--- config.mk ---
export PLATFORM = sky130hd
export DESIGN_NAME = freq_ramp
export DESIGN_NICKNAME = d
export VERILOG_FILES = /design/src/ramp_pkg.sv /design/src/freq_ramp.sv
export SDC_FILE = /design/constraint.sdc
export NUM_CORES = 2
export LEC_CHECK = 0
export ABC_AREA = 1
export BUFFER_PORTS_ARGS = -buffer_cell sky130_fd_sc_hd__buf_2
export CAP_MARGIN = 20
export CORE_UTILIZATION = 60
export CTS_BUF_LIST = sky130_fd_sc_hd__clkbuf_8
export DETAILED_ROUTE_END_ITERATION = 12
export PLACE_DENSITY_LB_ADDON = 0.3
export SYNTH_ARGS = -nofsm -noshare
export SYNTH_HDL_FRONTEND = slang
export SYNTH_SLANG_ARGS = --single-unit
export TNS_END_PERCENT = 1
--- constraint.sdc ---
create_clock -name sys_clk_i -period 23.6 [get_ports sys_clk_i]
set_input_delay 1.18 -clock sys_clk_i [delete_from_list [all_inputs] [get_ports sys_clk_i]]
set_output_delay 1.18 -clock sys_clk_i [all_outputs]
set_load 0.05 [all_outputs]
--- src/ramp_pkg.sv ---
// Constants and carriers for the ramp block.
// Assumes a 100 MHz clock and a simple strobe register port.
//
// Notes on behaviour
// - Accel time is the time from zero to the ramp reference frequency.
// - Decel time is the time from the ramp reference frequency to zero.
// - Resolution 0: 0.1 s steps to 3600 s; 1: 0.01 s steps to 360 s.
// - Changing resolution reinterprets stored times, scaling them by ten.
// - Restart accel time keeps its units whatever the resolution.
// - Second select active uses the second accel and decel times.
// - Third select active uses the third set, winning over the second.
// - Second or third decel of 9999 reuses the matching accel time.
// - Third accel of 9999 disables the third set entirely.
// - Third select comes from a terminal with function code 9.
// - Second select uses its own pin unless a terminal has code 3.
// - Under V/F or flux vector, times of 0.03 s or less run as 0.04 s.
// - S-pattern A: time refers to base; above it slope follows 4/9, 5/9 law.
// - Reference frequency changes leave command gain frequencies untouched.
// - Start begins the output at the starting frequency, 0 to 60 Hz.
// - No start while the frequency command is below starting frequency.
// - Start holds starting frequency for 0 to 10 s; 9999 disables the hold.
// - A starting frequency of zero is held as 0.01 Hz.
// - Start removed during the hold begins deceleration at once.
// - On reversal the starting frequency applies but the hold is skipped.
// - Starting freq at or below minimum runs on start alone, at minimum.

package ramp_pkg;

    // ----------------------------------------------------------------
    // Units: frequency in 0.01 Hz, times as raw settings
    // ----------------------------------------------------------------
    localparam logic [15:0] NOT_USED   = 16'h270F;
    localparam logic [15:0] TIME_MAX   = 16'h8CA0;
    localparam logic [15:0] HOLD_MAX   = 16'h0064;
    localparam logic [15:0] FREQ_MAX   = 16'h9C40;
    localparam logic [15:0] FREQ_LOW   = 16'h0064;
    localparam logic [15:0] START_MAX  = 16'h1770;
    localparam logic [15:0] FREQ_FLOOR = 16'h0001;
    localparam logic [23:0] MS_COARSE  = 24'h000064;
    localparam logic [23:0] MS_FINE    = 24'h00000A;
    localparam logic [23:0] FAST_LIMIT = 24'h00001E;
    localparam logic [23:0] FAST_FLOOR = 24'h000028;
    localparam logic [23:0] MS_MIN     = 24'h000001;
    localparam logic [7:0]  SA_NUM     = 8'h09;
    localparam logic [7:0]  SA_DEN     = 8'h08;

    // ----------------------------------------------------------------
    // Control tick timing
    // ----------------------------------------------------------------
    localparam int CLK_PERIOD_NS = 10;
    localparam int TICK_NS       = 1000000;
    localparam int TICK_CYCLES   = TICK_NS / CLK_PERIOD_NS;

    // ----------------------------------------------------------------
    // Register map (byte addresses)
    // ----------------------------------------------------------------
    localparam logic [7:0] A_CTRL  = 8'h00;
    localparam logic [7:0] A_ACC   = 8'h04;
    localparam logic [7:0] A_DEC   = 8'h08;
    localparam logic [7:0] A_REF   = 8'h0C;
    localparam logic [7:0] A_ACC2  = 8'h10;
    localparam logic [7:0] A_DEC2  = 8'h14;
    localparam logic [7:0] A_ACC3  = 8'h18;
    localparam logic [7:0] A_DEC3  = 8'h1C;
    localparam logic [7:0] A_BASE  = 8'h20;
    localparam logic [7:0] A_MINF  = 8'h24;
    localparam logic [7:0] A_STRT  = 8'h28;
    localparam logic [7:0] A_HOLD  = 8'h2C;
    localparam logic [7:0] A_RSTA  = 8'h30;
    localparam logic [7:0] A_GAINA = 8'h34;
    localparam logic [7:0] A_GAINB = 8'h38;
    localparam logic [7:0] A_FREQ  = 8'h3C;
    localparam logic [7:0] A_STAT  = 8'h40;
    localparam logic [7:0] A_INJ   = 8'h44;
    localparam logic [7:0] A_TERM  = 8'h80;

    // Control register bits
    localparam int CTRL_RES = 0;
    localparam int CTRL_SA  = 1;
    localparam int CTRL_VF  = 2;
    localparam int CTRL_RST = 3;

    // Terminal function codes
    localparam logic [7:0] FUNC_SECOND = 8'h03;
    localparam logic [7:0] FUNC_THIRD  = 8'h09;
    localparam logic [7:0] FUNC_NONE   = 8'h00;

    // ----------------------------------------------------------------
    // Reset values
    // ----------------------------------------------------------------
    localparam logic [15:0] RST_TIME  = 16'h0032;
    localparam logic [15:0] RST_REF   = 16'h1770;
    localparam logic [15:0] RST_STRT  = 16'h0032;
    localparam logic [15:0] RST_GAIN  = 16'h1770;
    localparam logic [15:0] RST_INJ   = 16'h012C;

    typedef enum logic [1:0] {ST_IDLE, ST_HOLD, ST_RUN} run_e;

    typedef struct packed {
        logic [7:0]  addr;
        logic [31:0] wdata;
        logic        we;
        logic        re;
    } bus_req_s;

    typedef struct packed {
        logic [3:0]  ctrl;
        logic [15:0] accel;
        logic [15:0] decel;
        logic [15:0] ref_f;
        logic [15:0] acc2;
        logic [15:0] dec2;
        logic [15:0] acc3;
        logic [15:0] dec3;
        logic [15:0] base;
        logic [15:0] minf;
        logic [15:0] startf;
        logic [15:0] hold;
        logic [15:0] rst_acc;
        logic [15:0] gain_a;
        logic [15:0] gain_b;
        logic [15:0] inj;
    } par_s;

endpackage

--- src/freq_ramp.sv ---
// Frequency ramp with time set selection and start-time hold.
// Assumes start and select pins are asynchronous and the frequency
// command comes from logic on the same clock.
//
// The plain strobed port and the register offsets were decided locally.
`timescale 1ns/1ns

module freq_ramp #(
    parameter int N_TERM     = 12,
    parameter int TICK_COUNT = ramp_pkg::TICK_CYCLES
) (
    // Clock and reset
    input  wire logic                sys_clk_i,
    input  wire logic                rst_i,
    // Register port
    input  wire ramp_pkg::bus_req_s  bus_i,
    output logic [31:0]              rd_data_o,
    // Pins
    input  wire logic                start_fwd_i,
    input  wire logic                start_rev_i,
    input  wire logic                second_set_select_i,
    input  wire logic [N_TERM-1:0]   term_i,
    // Frequency command, 0.01 Hz
    input  wire logic [15:0]         freq_cmd_i,
    // Modulator side
    output logic [15:0]              ramp_freq_o,
    output logic                     ramp_dir_o,
    output logic                     running_o
);
    import ramp_pkg::*;

    localparam int NP = N_TERM + 3;

    initial begin
        if (N_TERM < 1 || N_TERM > 32 || TICK_COUNT < 2 || TICK_COUNT > 131071) begin
            $error("freq_ramp: unsupported parameter value");
        end
    end

    typedef struct packed {
        par_s                   par;
        logic [N_TERM*8-1:0]    fcode;
        logic [NP-1:0]          s1;
        logic [NP-1:0]          s2;
        logic [NP-1:0]          s3;
        logic [NP-1:0]          flt;
        logic [16:0]            tick_cnt;
        logic                   tick;
        logic [16:0]            hold_cnt;
        logic [47:0]            acc;
        logic [15:0]            freq;
        logic                   dir;
        run_e                   st;
        logic [31:0]            rdata;
    } state_s;

    state_s q_ff;
    state_s nxt_q;

    // ----------------------------------------------------------------
    // Combinational helpers
    // ----------------------------------------------------------------
    function automatic logic [15:0] clamp_time(input logic [15:0] v);
        clamp_time = (v > TIME_MAX && v != NOT_USED) ? TIME_MAX : v;
    endfunction

    // Raw setting to milliseconds
    function automatic logic [23:0] to_ms(input logic [15:0] raw,
                                          input logic       fine,
                                          input logic       vf);
        logic [23:0] ms;
        ms = {8'h00, raw} * (fine ? MS_FINE : MS_COARSE);
        if (vf && ms <= FAST_LIMIT) begin
            ms = FAST_FLOOR;
        end
        if (ms < MS_MIN) begin
            ms = MS_MIN;
        end
        to_ms = ms;
    endfunction

    logic [NP-1:0] pins;
    logic          fwd;
    logic          rev;
    logic          want_run;
    logic          want_dir;
    logic          any_code2;
    logic          sel2;
    logic          sel3;
    logic          use3;
    logic          use2;
    logic [15:0]   acc_raw;
    logic [15:0]   dec_raw;
    logic [23:0]   acc_ms;
    logic [23:0]   dec_ms;
    logic [23:0]   t_ms;
    logic [15:0]   start_eff;
    logic [15:0]   target;
    logic [47:0]   step_a;
    logic [47:0]   step_b;
    logic [47:0]   acc_sum;
    logic [16:0]   hold_lim;
    logic          start_ok;
    logic [15:0]   cmd_lim;

    assign pins = {second_set_select_i, start_rev_i, start_fwd_i, term_i};

    always_comb begin
        fwd      = q_ff.flt[N_TERM];
        rev      = q_ff.flt[N_TERM+1];
        want_run = fwd ^ rev;
        want_dir = rev;
        any_code2 = 1'b0;
        sel2      = 1'b0;
        sel3      = 1'b0;
        for (int i = 0; i < N_TERM; i++) begin
            if (q_ff.fcode[i*8 +: 8] == FUNC_SECOND) begin
                any_code2 = 1'b1;
                sel2      = sel2 | q_ff.flt[i];
            end
            if (q_ff.fcode[i*8 +: 8] == FUNC_THIRD) begin
                sel3 = sel3 | q_ff.flt[i];
            end
        end
        if (!any_code2) begin
            sel2 = q_ff.flt[N_TERM+2];
        end
        use3 = sel3 && (q_ff.par.acc3 != NOT_USED);
        use2 = sel2 && !use3;
        if (use3) begin
            acc_raw = q_ff.par.acc3;
            dec_raw = (q_ff.par.dec3 == NOT_USED) ? q_ff.par.acc3 : q_ff.par.dec3;
        end else if (use2) begin
            acc_raw = q_ff.par.acc2;
            dec_raw = (q_ff.par.dec2 == NOT_USED) ? q_ff.par.acc2 : q_ff.par.dec2;
        end else begin
            acc_raw = q_ff.par.accel;
            dec_raw = q_ff.par.decel;
        end
        acc_ms = to_ms(acc_raw, q_ff.par.ctrl[CTRL_RES], q_ff.par.ctrl[CTRL_VF]);
        dec_ms = to_ms(dec_raw, q_ff.par.ctrl[CTRL_RES], q_ff.par.ctrl[CTRL_VF]);
        if (q_ff.par.ctrl[CTRL_RST]) begin
            acc_ms = to_ms(q_ff.par.rst_acc, 1'b0, q_ff.par.ctrl[CTRL_VF]);
        end
        // zero start held as 0.01 Hz
        start_eff = (q_ff.par.startf == 16'h0000) ? FREQ_FLOOR : q_ff.par.startf;
        cmd_lim = (freq_cmd_i < q_ff.par.minf) ? q_ff.par.minf : freq_cmd_i;
        if (cmd_lim > FREQ_MAX) begin
            cmd_lim = FREQ_MAX;
        end
        start_ok = want_run && (freq_cmd_i >= q_ff.par.startf
                                || q_ff.par.startf <= q_ff.par.minf);
        // stop or reverse ramps to zero
        target = (want_run && want_dir == q_ff.dir) ? cmd_lim : 16'h0000;
        t_ms = (q_ff.freq < target) ? acc_ms : dec_ms;
        // above base: slope 9 fb^2 / (8 T f)
        if (q_ff.par.ctrl[CTRL_SA] && q_ff.freq >= q_ff.par.base) begin
            step_a = 48'({8'h00, q_ff.par.base} * q_ff.par.base * SA_NUM);
            step_b = 48'({24'h000000, t_ms} * q_ff.freq * SA_DEN);
        end else if (q_ff.par.ctrl[CTRL_SA]) begin
            step_a = 48'(q_ff.par.base);
            step_b = 48'(t_ms);
        end else begin
            step_a = 48'(q_ff.par.ref_f);
            step_b = 48'(t_ms);
        end
        acc_sum  = q_ff.tick ? q_ff.acc + step_a : q_ff.acc;
        hold_lim = 17'(q_ff.par.hold * MS_COARSE);
    end

    // ----------------------------------------------------------------
    // Next state
    // ----------------------------------------------------------------
    always_comb begin
        nxt_q = q_ff;

        // Pin filter: change counts once stages two and three agree
        nxt_q.s1  = pins;
        nxt_q.s2  = q_ff.s1;
        nxt_q.s3  = q_ff.s2;
        nxt_q.flt = (q_ff.s3 & ~(q_ff.s2 ^ q_ff.s3))
                  | (q_ff.flt & (q_ff.s2 ^ q_ff.s3));

        // Control tick divider
        nxt_q.tick = 1'b0;
        if (q_ff.tick_cnt == 17'(TICK_COUNT - 1)) begin
            nxt_q.tick_cnt = 17'h00000;
            nxt_q.tick     = 1'b1;
        end else begin
            nxt_q.tick_cnt = q_ff.tick_cnt + 17'h00001;
        end

        // Register writes
        if (bus_i.we) begin
            unique case (bus_i.addr)
                A_CTRL:  nxt_q.par.ctrl    = bus_i.wdata[3:0];
                A_ACC:   nxt_q.par.accel   = clamp_time(bus_i.wdata[15:0]);
                A_DEC:   nxt_q.par.decel   = clamp_time(bus_i.wdata[15:0]);
                A_ACC2:  nxt_q.par.acc2    = clamp_time(bus_i.wdata[15:0]);
                A_DEC2:  nxt_q.par.dec2    = clamp_time(bus_i.wdata[15:0]);
                A_ACC3:  nxt_q.par.acc3    = clamp_time(bus_i.wdata[15:0]);
                A_DEC3:  nxt_q.par.dec3    = clamp_time(bus_i.wdata[15:0]);
                A_BASE:  nxt_q.par.base    = bus_i.wdata[15:0];
                A_MINF:  nxt_q.par.minf    = bus_i.wdata[15:0];
                A_RSTA:  nxt_q.par.rst_acc = clamp_time(bus_i.wdata[15:0]);
                A_INJ:   nxt_q.par.inj     = bus_i.wdata[15:0];
                // gains stored apart from the reference
                A_GAINA: nxt_q.par.gain_a  = bus_i.wdata[15:0];
                A_GAINB: nxt_q.par.gain_b  = bus_i.wdata[15:0];
                A_REF: begin
                    nxt_q.par.ref_f = bus_i.wdata[15:0];
                    if (bus_i.wdata[15:0] < FREQ_LOW) begin
                        nxt_q.par.ref_f = FREQ_LOW;
                    end else if (bus_i.wdata[15:0] > FREQ_MAX) begin
                        nxt_q.par.ref_f = FREQ_MAX;
                    end
                end
                // start frequency limited to 60 Hz
                A_STRT: begin
                    nxt_q.par.startf = (bus_i.wdata[15:0] > START_MAX)
                                     ? START_MAX : bus_i.wdata[15:0];
                end
                // hold limited to 10 s or disabled
                A_HOLD: begin
                    nxt_q.par.hold = (bus_i.wdata[15:0] > HOLD_MAX
                                      && bus_i.wdata[15:0] != NOT_USED)
                                   ? HOLD_MAX : bus_i.wdata[15:0];
                end
                default: begin
                    for (int i = 0; i < N_TERM; i++) begin
                        if (bus_i.addr == 8'(A_TERM + 8'(i * 4))) begin
                            nxt_q.fcode[i*8 +: 8] = bus_i.wdata[7:0];
                        end
                    end
                end
            endcase
        end

        // Register reads, answer in the next cycle
        nxt_q.rdata = 32'h00000000;
        if (bus_i.re) begin
            unique case (bus_i.addr)
                A_CTRL:  nxt_q.rdata = 32'(q_ff.par.ctrl);
                A_ACC:   nxt_q.rdata = 32'(q_ff.par.accel);
                A_DEC:   nxt_q.rdata = 32'(q_ff.par.decel);
                A_REF:   nxt_q.rdata = 32'(q_ff.par.ref_f);
                A_ACC2:  nxt_q.rdata = 32'(q_ff.par.acc2);
                A_DEC2:  nxt_q.rdata = 32'(q_ff.par.dec2);
                A_ACC3:  nxt_q.rdata = 32'(q_ff.par.acc3);
                A_DEC3:  nxt_q.rdata = 32'(q_ff.par.dec3);
                A_BASE:  nxt_q.rdata = 32'(q_ff.par.base);
                A_MINF:  nxt_q.rdata = 32'(q_ff.par.minf);
                A_STRT:  nxt_q.rdata = 32'(q_ff.par.startf);
                A_HOLD:  nxt_q.rdata = 32'(q_ff.par.hold);
                A_RSTA:  nxt_q.rdata = 32'(q_ff.par.rst_acc);
                A_GAINA: nxt_q.rdata = 32'(q_ff.par.gain_a);
                A_GAINB: nxt_q.rdata = 32'(q_ff.par.gain_b);
                A_INJ:   nxt_q.rdata = 32'(q_ff.par.inj);
                A_FREQ:  nxt_q.rdata = 32'(q_ff.freq);
                A_STAT: begin
                    nxt_q.rdata = {26'h0000000, use3, use2, q_ff.dir,
                                   want_run, 2'(q_ff.st)};
                end
                default: begin
                    for (int i = 0; i < N_TERM; i++) begin
                        if (bus_i.addr == 8'(A_TERM + 8'(i * 4))) begin
                            nxt_q.rdata = 32'(q_ff.fcode[i*8 +: 8]);
                        end
                    end
                end
            endcase
        end

        // ------------------------------------------------------------
        // Run sequence
        // ------------------------------------------------------------
        unique case (q_ff.st)
            ST_IDLE: begin
                nxt_q.freq = 16'h0000;
                nxt_q.acc  = '0;
                if (start_ok) begin
                    nxt_q.freq     = start_eff;
                    nxt_q.dir      = want_dir;
                    nxt_q.hold_cnt = '0;
                    nxt_q.st = (q_ff.par.hold == NOT_USED) ? ST_RUN : ST_HOLD;
                end
            end
            ST_HOLD: begin
                if (!want_run || want_dir != q_ff.dir) begin
                    nxt_q.st = ST_RUN;
                end else if (q_ff.hold_cnt >= hold_lim) begin
                    nxt_q.st = ST_RUN;
                end else if (q_ff.tick) begin
                    nxt_q.hold_cnt = q_ff.hold_cnt + 17'h1;
                end
            end
            ST_RUN: begin
                if (q_ff.freq == target) begin
                    nxt_q.acc = '0;
                    if (target == 16'h0000) begin
                        if (want_run) begin
                            nxt_q.freq = start_eff;
                            nxt_q.dir  = want_dir;
                        end else begin
                            nxt_q.st = ST_IDLE;
                        end
                    end
                end else if (acc_sum >= step_b) begin
                    // one 0.01 Hz step per earned quantum
                    nxt_q.acc  = acc_sum - step_b;
                    nxt_q.freq = (q_ff.freq < target) ? q_ff.freq + 16'h0001
                                                      : q_ff.freq - 16'h0001;
                end else begin
                    nxt_q.acc = acc_sum;
                end
            end
        endcase
    end

    // ----------------------------------------------------------------
    // State register
    // ----------------------------------------------------------------
    always_ff @(posedge sys_clk_i or posedge rst_i) begin
        if (rst_i) begin
            q_ff             <= '0;
            q_ff.par.accel   <= RST_TIME;
            q_ff.par.decel   <= RST_TIME;
            q_ff.par.ref_f   <= RST_REF;
            q_ff.par.acc2    <= RST_TIME;
            q_ff.par.dec2    <= NOT_USED;
            q_ff.par.acc3    <= NOT_USED;
            q_ff.par.dec3    <= NOT_USED;
            q_ff.par.base    <= RST_REF;
            q_ff.par.startf  <= RST_STRT;
            q_ff.par.hold    <= NOT_USED;
            q_ff.par.rst_acc <= RST_TIME;
            q_ff.par.gain_a  <= RST_GAIN;
            q_ff.par.gain_b  <= RST_GAIN;
            q_ff.par.inj     <= RST_INJ;
            q_ff.st          <= ST_IDLE;
        end else begin
            q_ff <= nxt_q;
        end
    end

    // Outputs straight from flip-flops, running_o decoded from the state
    assign rd_data_o   = q_ff.rdata;
    assign ramp_freq_o = q_ff.freq;
    assign ramp_dir_o  = q_ff.dir;
    assign running_o   = (q_ff.st != ST_IDLE);

endmodule

-- Word level (Yosys, flattened, before mapping)
Index checks and enable logic that the tools add are counted.
- add/subtract/negate cells: 6
- $mul: 7
- order comparisons: 19
- equal/unequal tests: 76
- mux-type cells: 101
- bitwise gates (word level): 29
- reductions and logical operators: 54
- operators by type and width (cell ; count):
    one-hot mux 32 bit (18 select lines) ; 1
    2-to-1 mux 32 bit ; 12
    2-to-1 mux 16 bit ; 18
    2-to-1 mux 24 bit ; 7
    one-hot mux 65 bit (2 select lines) ; 1
    equality test 8 x 4 -> 1 bit (second input constant) ; 14
    2-to-1 mux 17 bit ; 6
    equality test 8 x 2 -> 1 bit (second input constant) ; 12
    equality test 8 bit (second input constant) ; 12
    2-to-1 mux 48 bit ; 2
    less-than comparator 24 x 1 -> 1 bit (second input constant) ; 3
    equality test 8 x 6 -> 1 bit (second input constant) ; 8
    2-to-1 mux 64 bit ; 1
    adder 48 bit ; 1
    equality test 16 x 14 -> 1 bit (second input constant) ; 3
    >= comparator 48 bit ; 1
    greater-than comparator 16 bit (second input constant) ; 3
    subtractor 48 bit ; 1
    <= comparator 23 x 5 -> 1 bit (second input constant) ; 2
    2-to-1 mux 23 bit ; 2
    2-to-1 mux 43 bit ; 1
    multiplier 24 x 16 -> 40 bit ; 1
    2-to-1 mux 1 bit ; 38
    2-to-1 mux 19 bit ; 2
    other kinds (55) ; 140
- register bits after elaboration: 534
- bits of input ports: 75
- logic and storage cells: 332

-- Longest topological paths before layout
- depth after elaboration: 43
- depth in mapped cells: 90
- gate-level depth less buffers: 89

-- Worst setup path before layout
No wires, ideal clock.
- path kind: register to register
- start: register q_ff[435] (netlist bit)
- end: register q_ff[54] (netlist bit)
- data arrival time: 13078 ps
- required time: 23476 ps
- slack: 10398 ps
- stages on the path, launching flop included: 73
- clock period less this slack: 13202 ps
- cell sequence: dfstp_2 > inv_1 > nor4_1 > nand3_1 > nand2_1 > clkbuf_1 > clkbuf_1 > clkbuf_1 > o221ai_1 > nand2_1 > o21ai_0 > ha_1 > fa_1 > fa_1 > ha_1 > ha_1 > a21oi_1 > nand2_1 > [37 not listed] > nand2_1 > a21oi_1 > xor2_1 > or2_2 > ha_1 > nand2_1 > nor2_1 > inv_1 > nor4_1 > nand3_1 > nand3_1 > o21ai_0 > nand2_1 > buf_2 > buf_4 > o21ai_0 > o211ai_1 > nand2_1
- longest elaborated chain between the ends: 20
- elaborated cells between the ends (all ways): 30
- RTL lines (what ; line ; text):
    start: declaration ; freq_ramp.sv:57 ; state_s q_ff;
    start signal: assignment ; freq_ramp.sv:342 ; q_ff <= nxt_q;
    inequality test 16 x 14 -> 1 bit ; freq_ramp.sv:128 ; use3 = sel3 && (q_ff.par.acc3 != NOT_USED);
    logical AND 1 bit ; freq_ramp.sv:128 ;
    zero test 1 bit ; freq_ramp.sv:129 ; use2 = sel2 && !use3;
    logical AND 1 bit ; freq_ramp.sv:129 ;
    2-to-1 mux 16 bit ; freq_ramp.sv:133 ; end else if (use2) begin
    2-to-1 mux 16 bit ; freq_ramp.sv:130 ; if (use3) begin
    multiplier 16 x 24 -> 24 bit ; freq_ramp.sv:72 ; ms = {8'h00, raw} * (fine ? MS_FINE : MS_COARSE);
    <= comparator 24 x 5 -> 1 bit ; freq_ramp.sv:73 ; if (vf && ms <= FAST_LIMIT) begin
    [4 not listed] ; - ;
    2-to-1 mux 24 bit ; freq_ramp.sv:142 ; if (q_ff.par.ctrl[CTRL_RST]) begin
    2-to-1 mux 24 bit (*) ; freq_ramp.sv:155 ; t_ms = (q_ff.freq < target) ? acc_ms : dec_ms;
    multiplier 24 x 16 -> 40 bit ; freq_ramp.sv:159 ; step_b = 48'({24'h000000, t_ms} * q_ff.freq * SA_DEN);
    2-to-1 mux 43 bit (*) ; freq_ramp.sv:157 ; if (q_ff.par.ctrl[CTRL_SA] && q_ff.freq >= q_ff.par.base) begin
    subtractor 48 bit or >= comparator 48 bit (tied branches) ; freq_ramp.sv:310, freq_ramp.sv:308 ;
    2-to-1 mux 48 bit (*) ; freq_ramp.sv:308 ; end else if (acc_sum >= step_b) begin
    2-to-1 mux 64 bit (*) ; freq_ramp.sv:298 ; if (q_ff.freq == target) begin
    one-hot mux 65 bit (2 select lines) (*) ; freq_ramp.sv:277 ; unique case (q_ff.st)
Mark *: on every way between the ends. The rest lies on a longest branch, timed or not.
A chain may end at the register's enable or synchronous reset.

-- Worst setup path after layout
- start: register q_ff[209] (netlist bit)
- end: register q_ff[95] (netlist bit)
- longest elaborated chain between the ends: 41
- elaborated cells between the ends (all ways): 84
- RTL lines (what ; line ; text):
    equality test 8 x 4 -> 1 bit ; freq_ramp.sv:121 ; if (q_ff.fcode[i*8 +: 8] == FUNC_THIRD) begin
    2-to-1 mux 1 bit ; freq_ramp.sv:121 ;
    OR 1 bit ; freq_ramp.sv:122 ; sel3 = sel3 | q_ff.flt[i];
    2-to-1 mux 1 bit ; freq_ramp.sv:121 ;
    OR 1 bit ; freq_ramp.sv:122 ;
    2-to-1 mux 1 bit ; freq_ramp.sv:121 ;
    OR 1 bit ; freq_ramp.sv:122 ;
    2-to-1 mux 1 bit ; freq_ramp.sv:121 ;
    [25 not listed] ; - ;
    2-to-1 mux 24 bit ; freq_ramp.sv:142 ;
    2-to-1 mux 24 bit (*) ; freq_ramp.sv:155 ;
    multiplier 24 x 16 -> 40 bit ; freq_ramp.sv:159 ;
    2-to-1 mux 43 bit (*) ; freq_ramp.sv:157 ;
    subtractor 48 bit or >= comparator 48 bit (tied branches) ; freq_ramp.sv:310, freq_ramp.sv:308 ;
    2-to-1 mux 48 bit (*) ; freq_ramp.sv:308 ;
    2-to-1 mux 64 bit (*) ; freq_ramp.sv:298 ;
    one-hot mux 65 bit (2 select lines) (*) ; freq_ramp.sv:277 ;
Marks and branches as above.

==> metrics <==
share of layout cells above drive strength 1 0.0520; Post-Route WL 207000 um; Post-CTS Resized 0; Crit Path Max Fanout 76; filler instances 9352; Yosys Warn Count 0; DP HPWL 165000 um; vias in the first global route 57100; CP max stage delay 0.83 ns; Post-Syn Instances 8389; starting density of the core 0.607; CP required 24.22 ns; worst hold path class flip-flop to flip-flop; Nets 9658; Max Transition Viols Final 0; worst slew pin tran 1.20 ns; post-route DRC violation count 0; Synth Register Bits 518; DIE AREA 106000 um2; post-DR vias/cell 5.93; Num CTS Buffers 93; Final min period 18.56 ns; DP Cell Count 9618; Avg Synthesized Cell Area 7.51 um2; TritonCTS clock tree done; Worst Setup Path Type flip-flop to flip-flop; Routability Congestion 1.01; Reg clk slew, reported paths 0.07 ns; Final period util 0.786; CTS Sinks 518; RSZ-0062 raised after global routing false; asr flop ratio synth 1.00; slew margin rel. 0.178; Max stage delay cell, worst path nor2_1; commonest non-fill, non-tap cell in the layout nand2_1; total number of vias 58200; Arr. time, crit path 19.18 ns; commonest cells after routing, fill and taps aside nand2_1, inv_1, o21ai_0, ha_1, nor2_1; largest net degree at the start of global routing 175; core area 104000 um2; f_max 53.9 MHz; Iter 0 DRT Violations 5428; root buffer cell clkbuf_8; register area share after synthesis 0.207; die width 326 um; DIE HEIGHT 326 um; status complete, no violations; Hold-fix buffers, CTS 0; clock insertion delay at the later pin of the skew report 0.76 ns; initial antenna violation count 17; crit end category flip-flop; Startpoint Class flip-flop; final setup violating endpoints 0; GRT Total Usage 0.389; first-pass GRT wire length 321000 um; Synth cell types 65; final instance area 66500 um2; Top Ports 125; critical path's most frequent cell nand2_1; multi-input logic area 42900 um2; area of the mapped netlist 63000 um2; GR Overflow Total 0; Synth-to-Final Area Change 5.54%; clk_skew 0.0706 ns; Final ANT Viol Nets 0; Post-DP Area 64300 um2; final hold violation count 0; Post-CTS Setup Bufs 0; wire per inst 21.1 um; Longest Clk Path Bufs 3; Non-Filler Instances 9812; port bufs 92; register area 13100 um2; total negative setup slack 0 ns; Post-synth EDFFs 0; reg2reg start q_ff[209]$_DFFE_PP0P_; max_cap viols 0; hold_sp nxt_q[165]$_DFF_PP0_; H-tree levels 3; Top FF cell, synth dfrtp_1; Core Rows 118; Worst Setup SP q_ff[209]$_DFFE_PP0P_; TritonRoute pass-1 iters 8
[cell families after synthesis]
family                     Yosys count  share of synthesized area
AOI/OAI and AO/OA                 1660                      0.149
xor gates and xnor gates           211                     0.0293
adders and majority gates         1259                      0.314
buffers and inverters             1840                      0.113
DFF                                518                      0.207
muxes                                1                   0.000159
other                                1                  0.0000595
and+or+nand+nor                   2899                      0.187
[cell type report]
type / instances / area share
clock inverters: 54 / 0.00568
inverters: 1518 / 0.0858
multi-input cells: 6048 / 0.645
clock buffers: 122 / 0.0252
diodes: 12 / 0.000451
well taps: 1380 / 0.0260
flip-flops and latches: 518 / 0.196
repair buffers: 160 / 0.0157
[metrics by stage]
step	hold WS (ns)	util	worst slack, ns
5_1_grt	0.354	0.641	4.21
2_1_floorplan	0.331	-	8.08
6_report	0.349	0.641	5.04
3_3_place_gp	0.332	0.620	6.06
4_1_cts	0.352	0.640	5.67
3_5_place_dp	0.336	0.620	5.79
[worst paths after layout]
kind / end / slack (ns) / cells after the start
setup reg to reg: q_ff[95]$_DFFE_PP0P_ / 5.04 / 71
hold reg to reg: nxt_q[150]$_DFF_PP0_ / 0.35 / 0
min in group asynchronous: q_ff[224]$_DFFE_PP0P_ / 0.64 / 2
hold / removal: nxt_q[150]$_DFF_PP0_ / 0.35 / 0
setup / recovery: q_ff[95]$_DFFE_PP0P_ / 5.04 / 71
max in group asynchronous: q_ff[83]$_DFFE_PP0P_ / 20.45 / 4
[sequential cells by signal, summed over array words and instances (netlist names), named ones only]
register,count
nxt_q,30
ramp_freq_o,16
q_ff,440
rd_data_o,16
ramp_dir_o,1
[critical path, delay by kind of cell, from the launching register on]
kind / cells / cell delay, ns
AO/OA/AOI/OAI: 13 / 3.40
XOR/XNOR: 2 / 0.52
adder cells (fa/ha/maj): 13 / 5.75
buffers and inverters: 11 / 2.17
flip-flops: 1 / 0.36
AND/OR/NAND/NOR: 32 / 6.17
[per-layer routing]
metal | vias up | wire, um | track usage
li1 | 26900 | - | -
met1 | 27700 | 82300 | 0.507
met2 | 2902 | 90900 | 0.606
met3 | 673 | 21000 | 0.0860
met4 | 10 | 13000 | 0.206
met5 | - | 61 | 0
[Yosys cell counts, drive strengths merged (55+ instances only)]
master     n  area share
nand2   1747        0.10
dfrtp    439        0.17
fa       545        0.17
dfstp     79       0.033
buf       83      0.0087
nand4     93      0.0092
xor2     132       0.018
a21oi    455       0.036
nor2     669       0.040
o21ai    794       0.063
nand3    234       0.019
xnor2     79       0.011
clkbuf   239       0.014
inv     1501       0.089
o22ai     65      0.0065
o211ai    55      0.0066
ha       699        0.14
nor3      75      0.0060
Power is left out: the tool's default activity adds up to more than one toggle a clock period on the data nets, which glitch-free logic cannot reach.
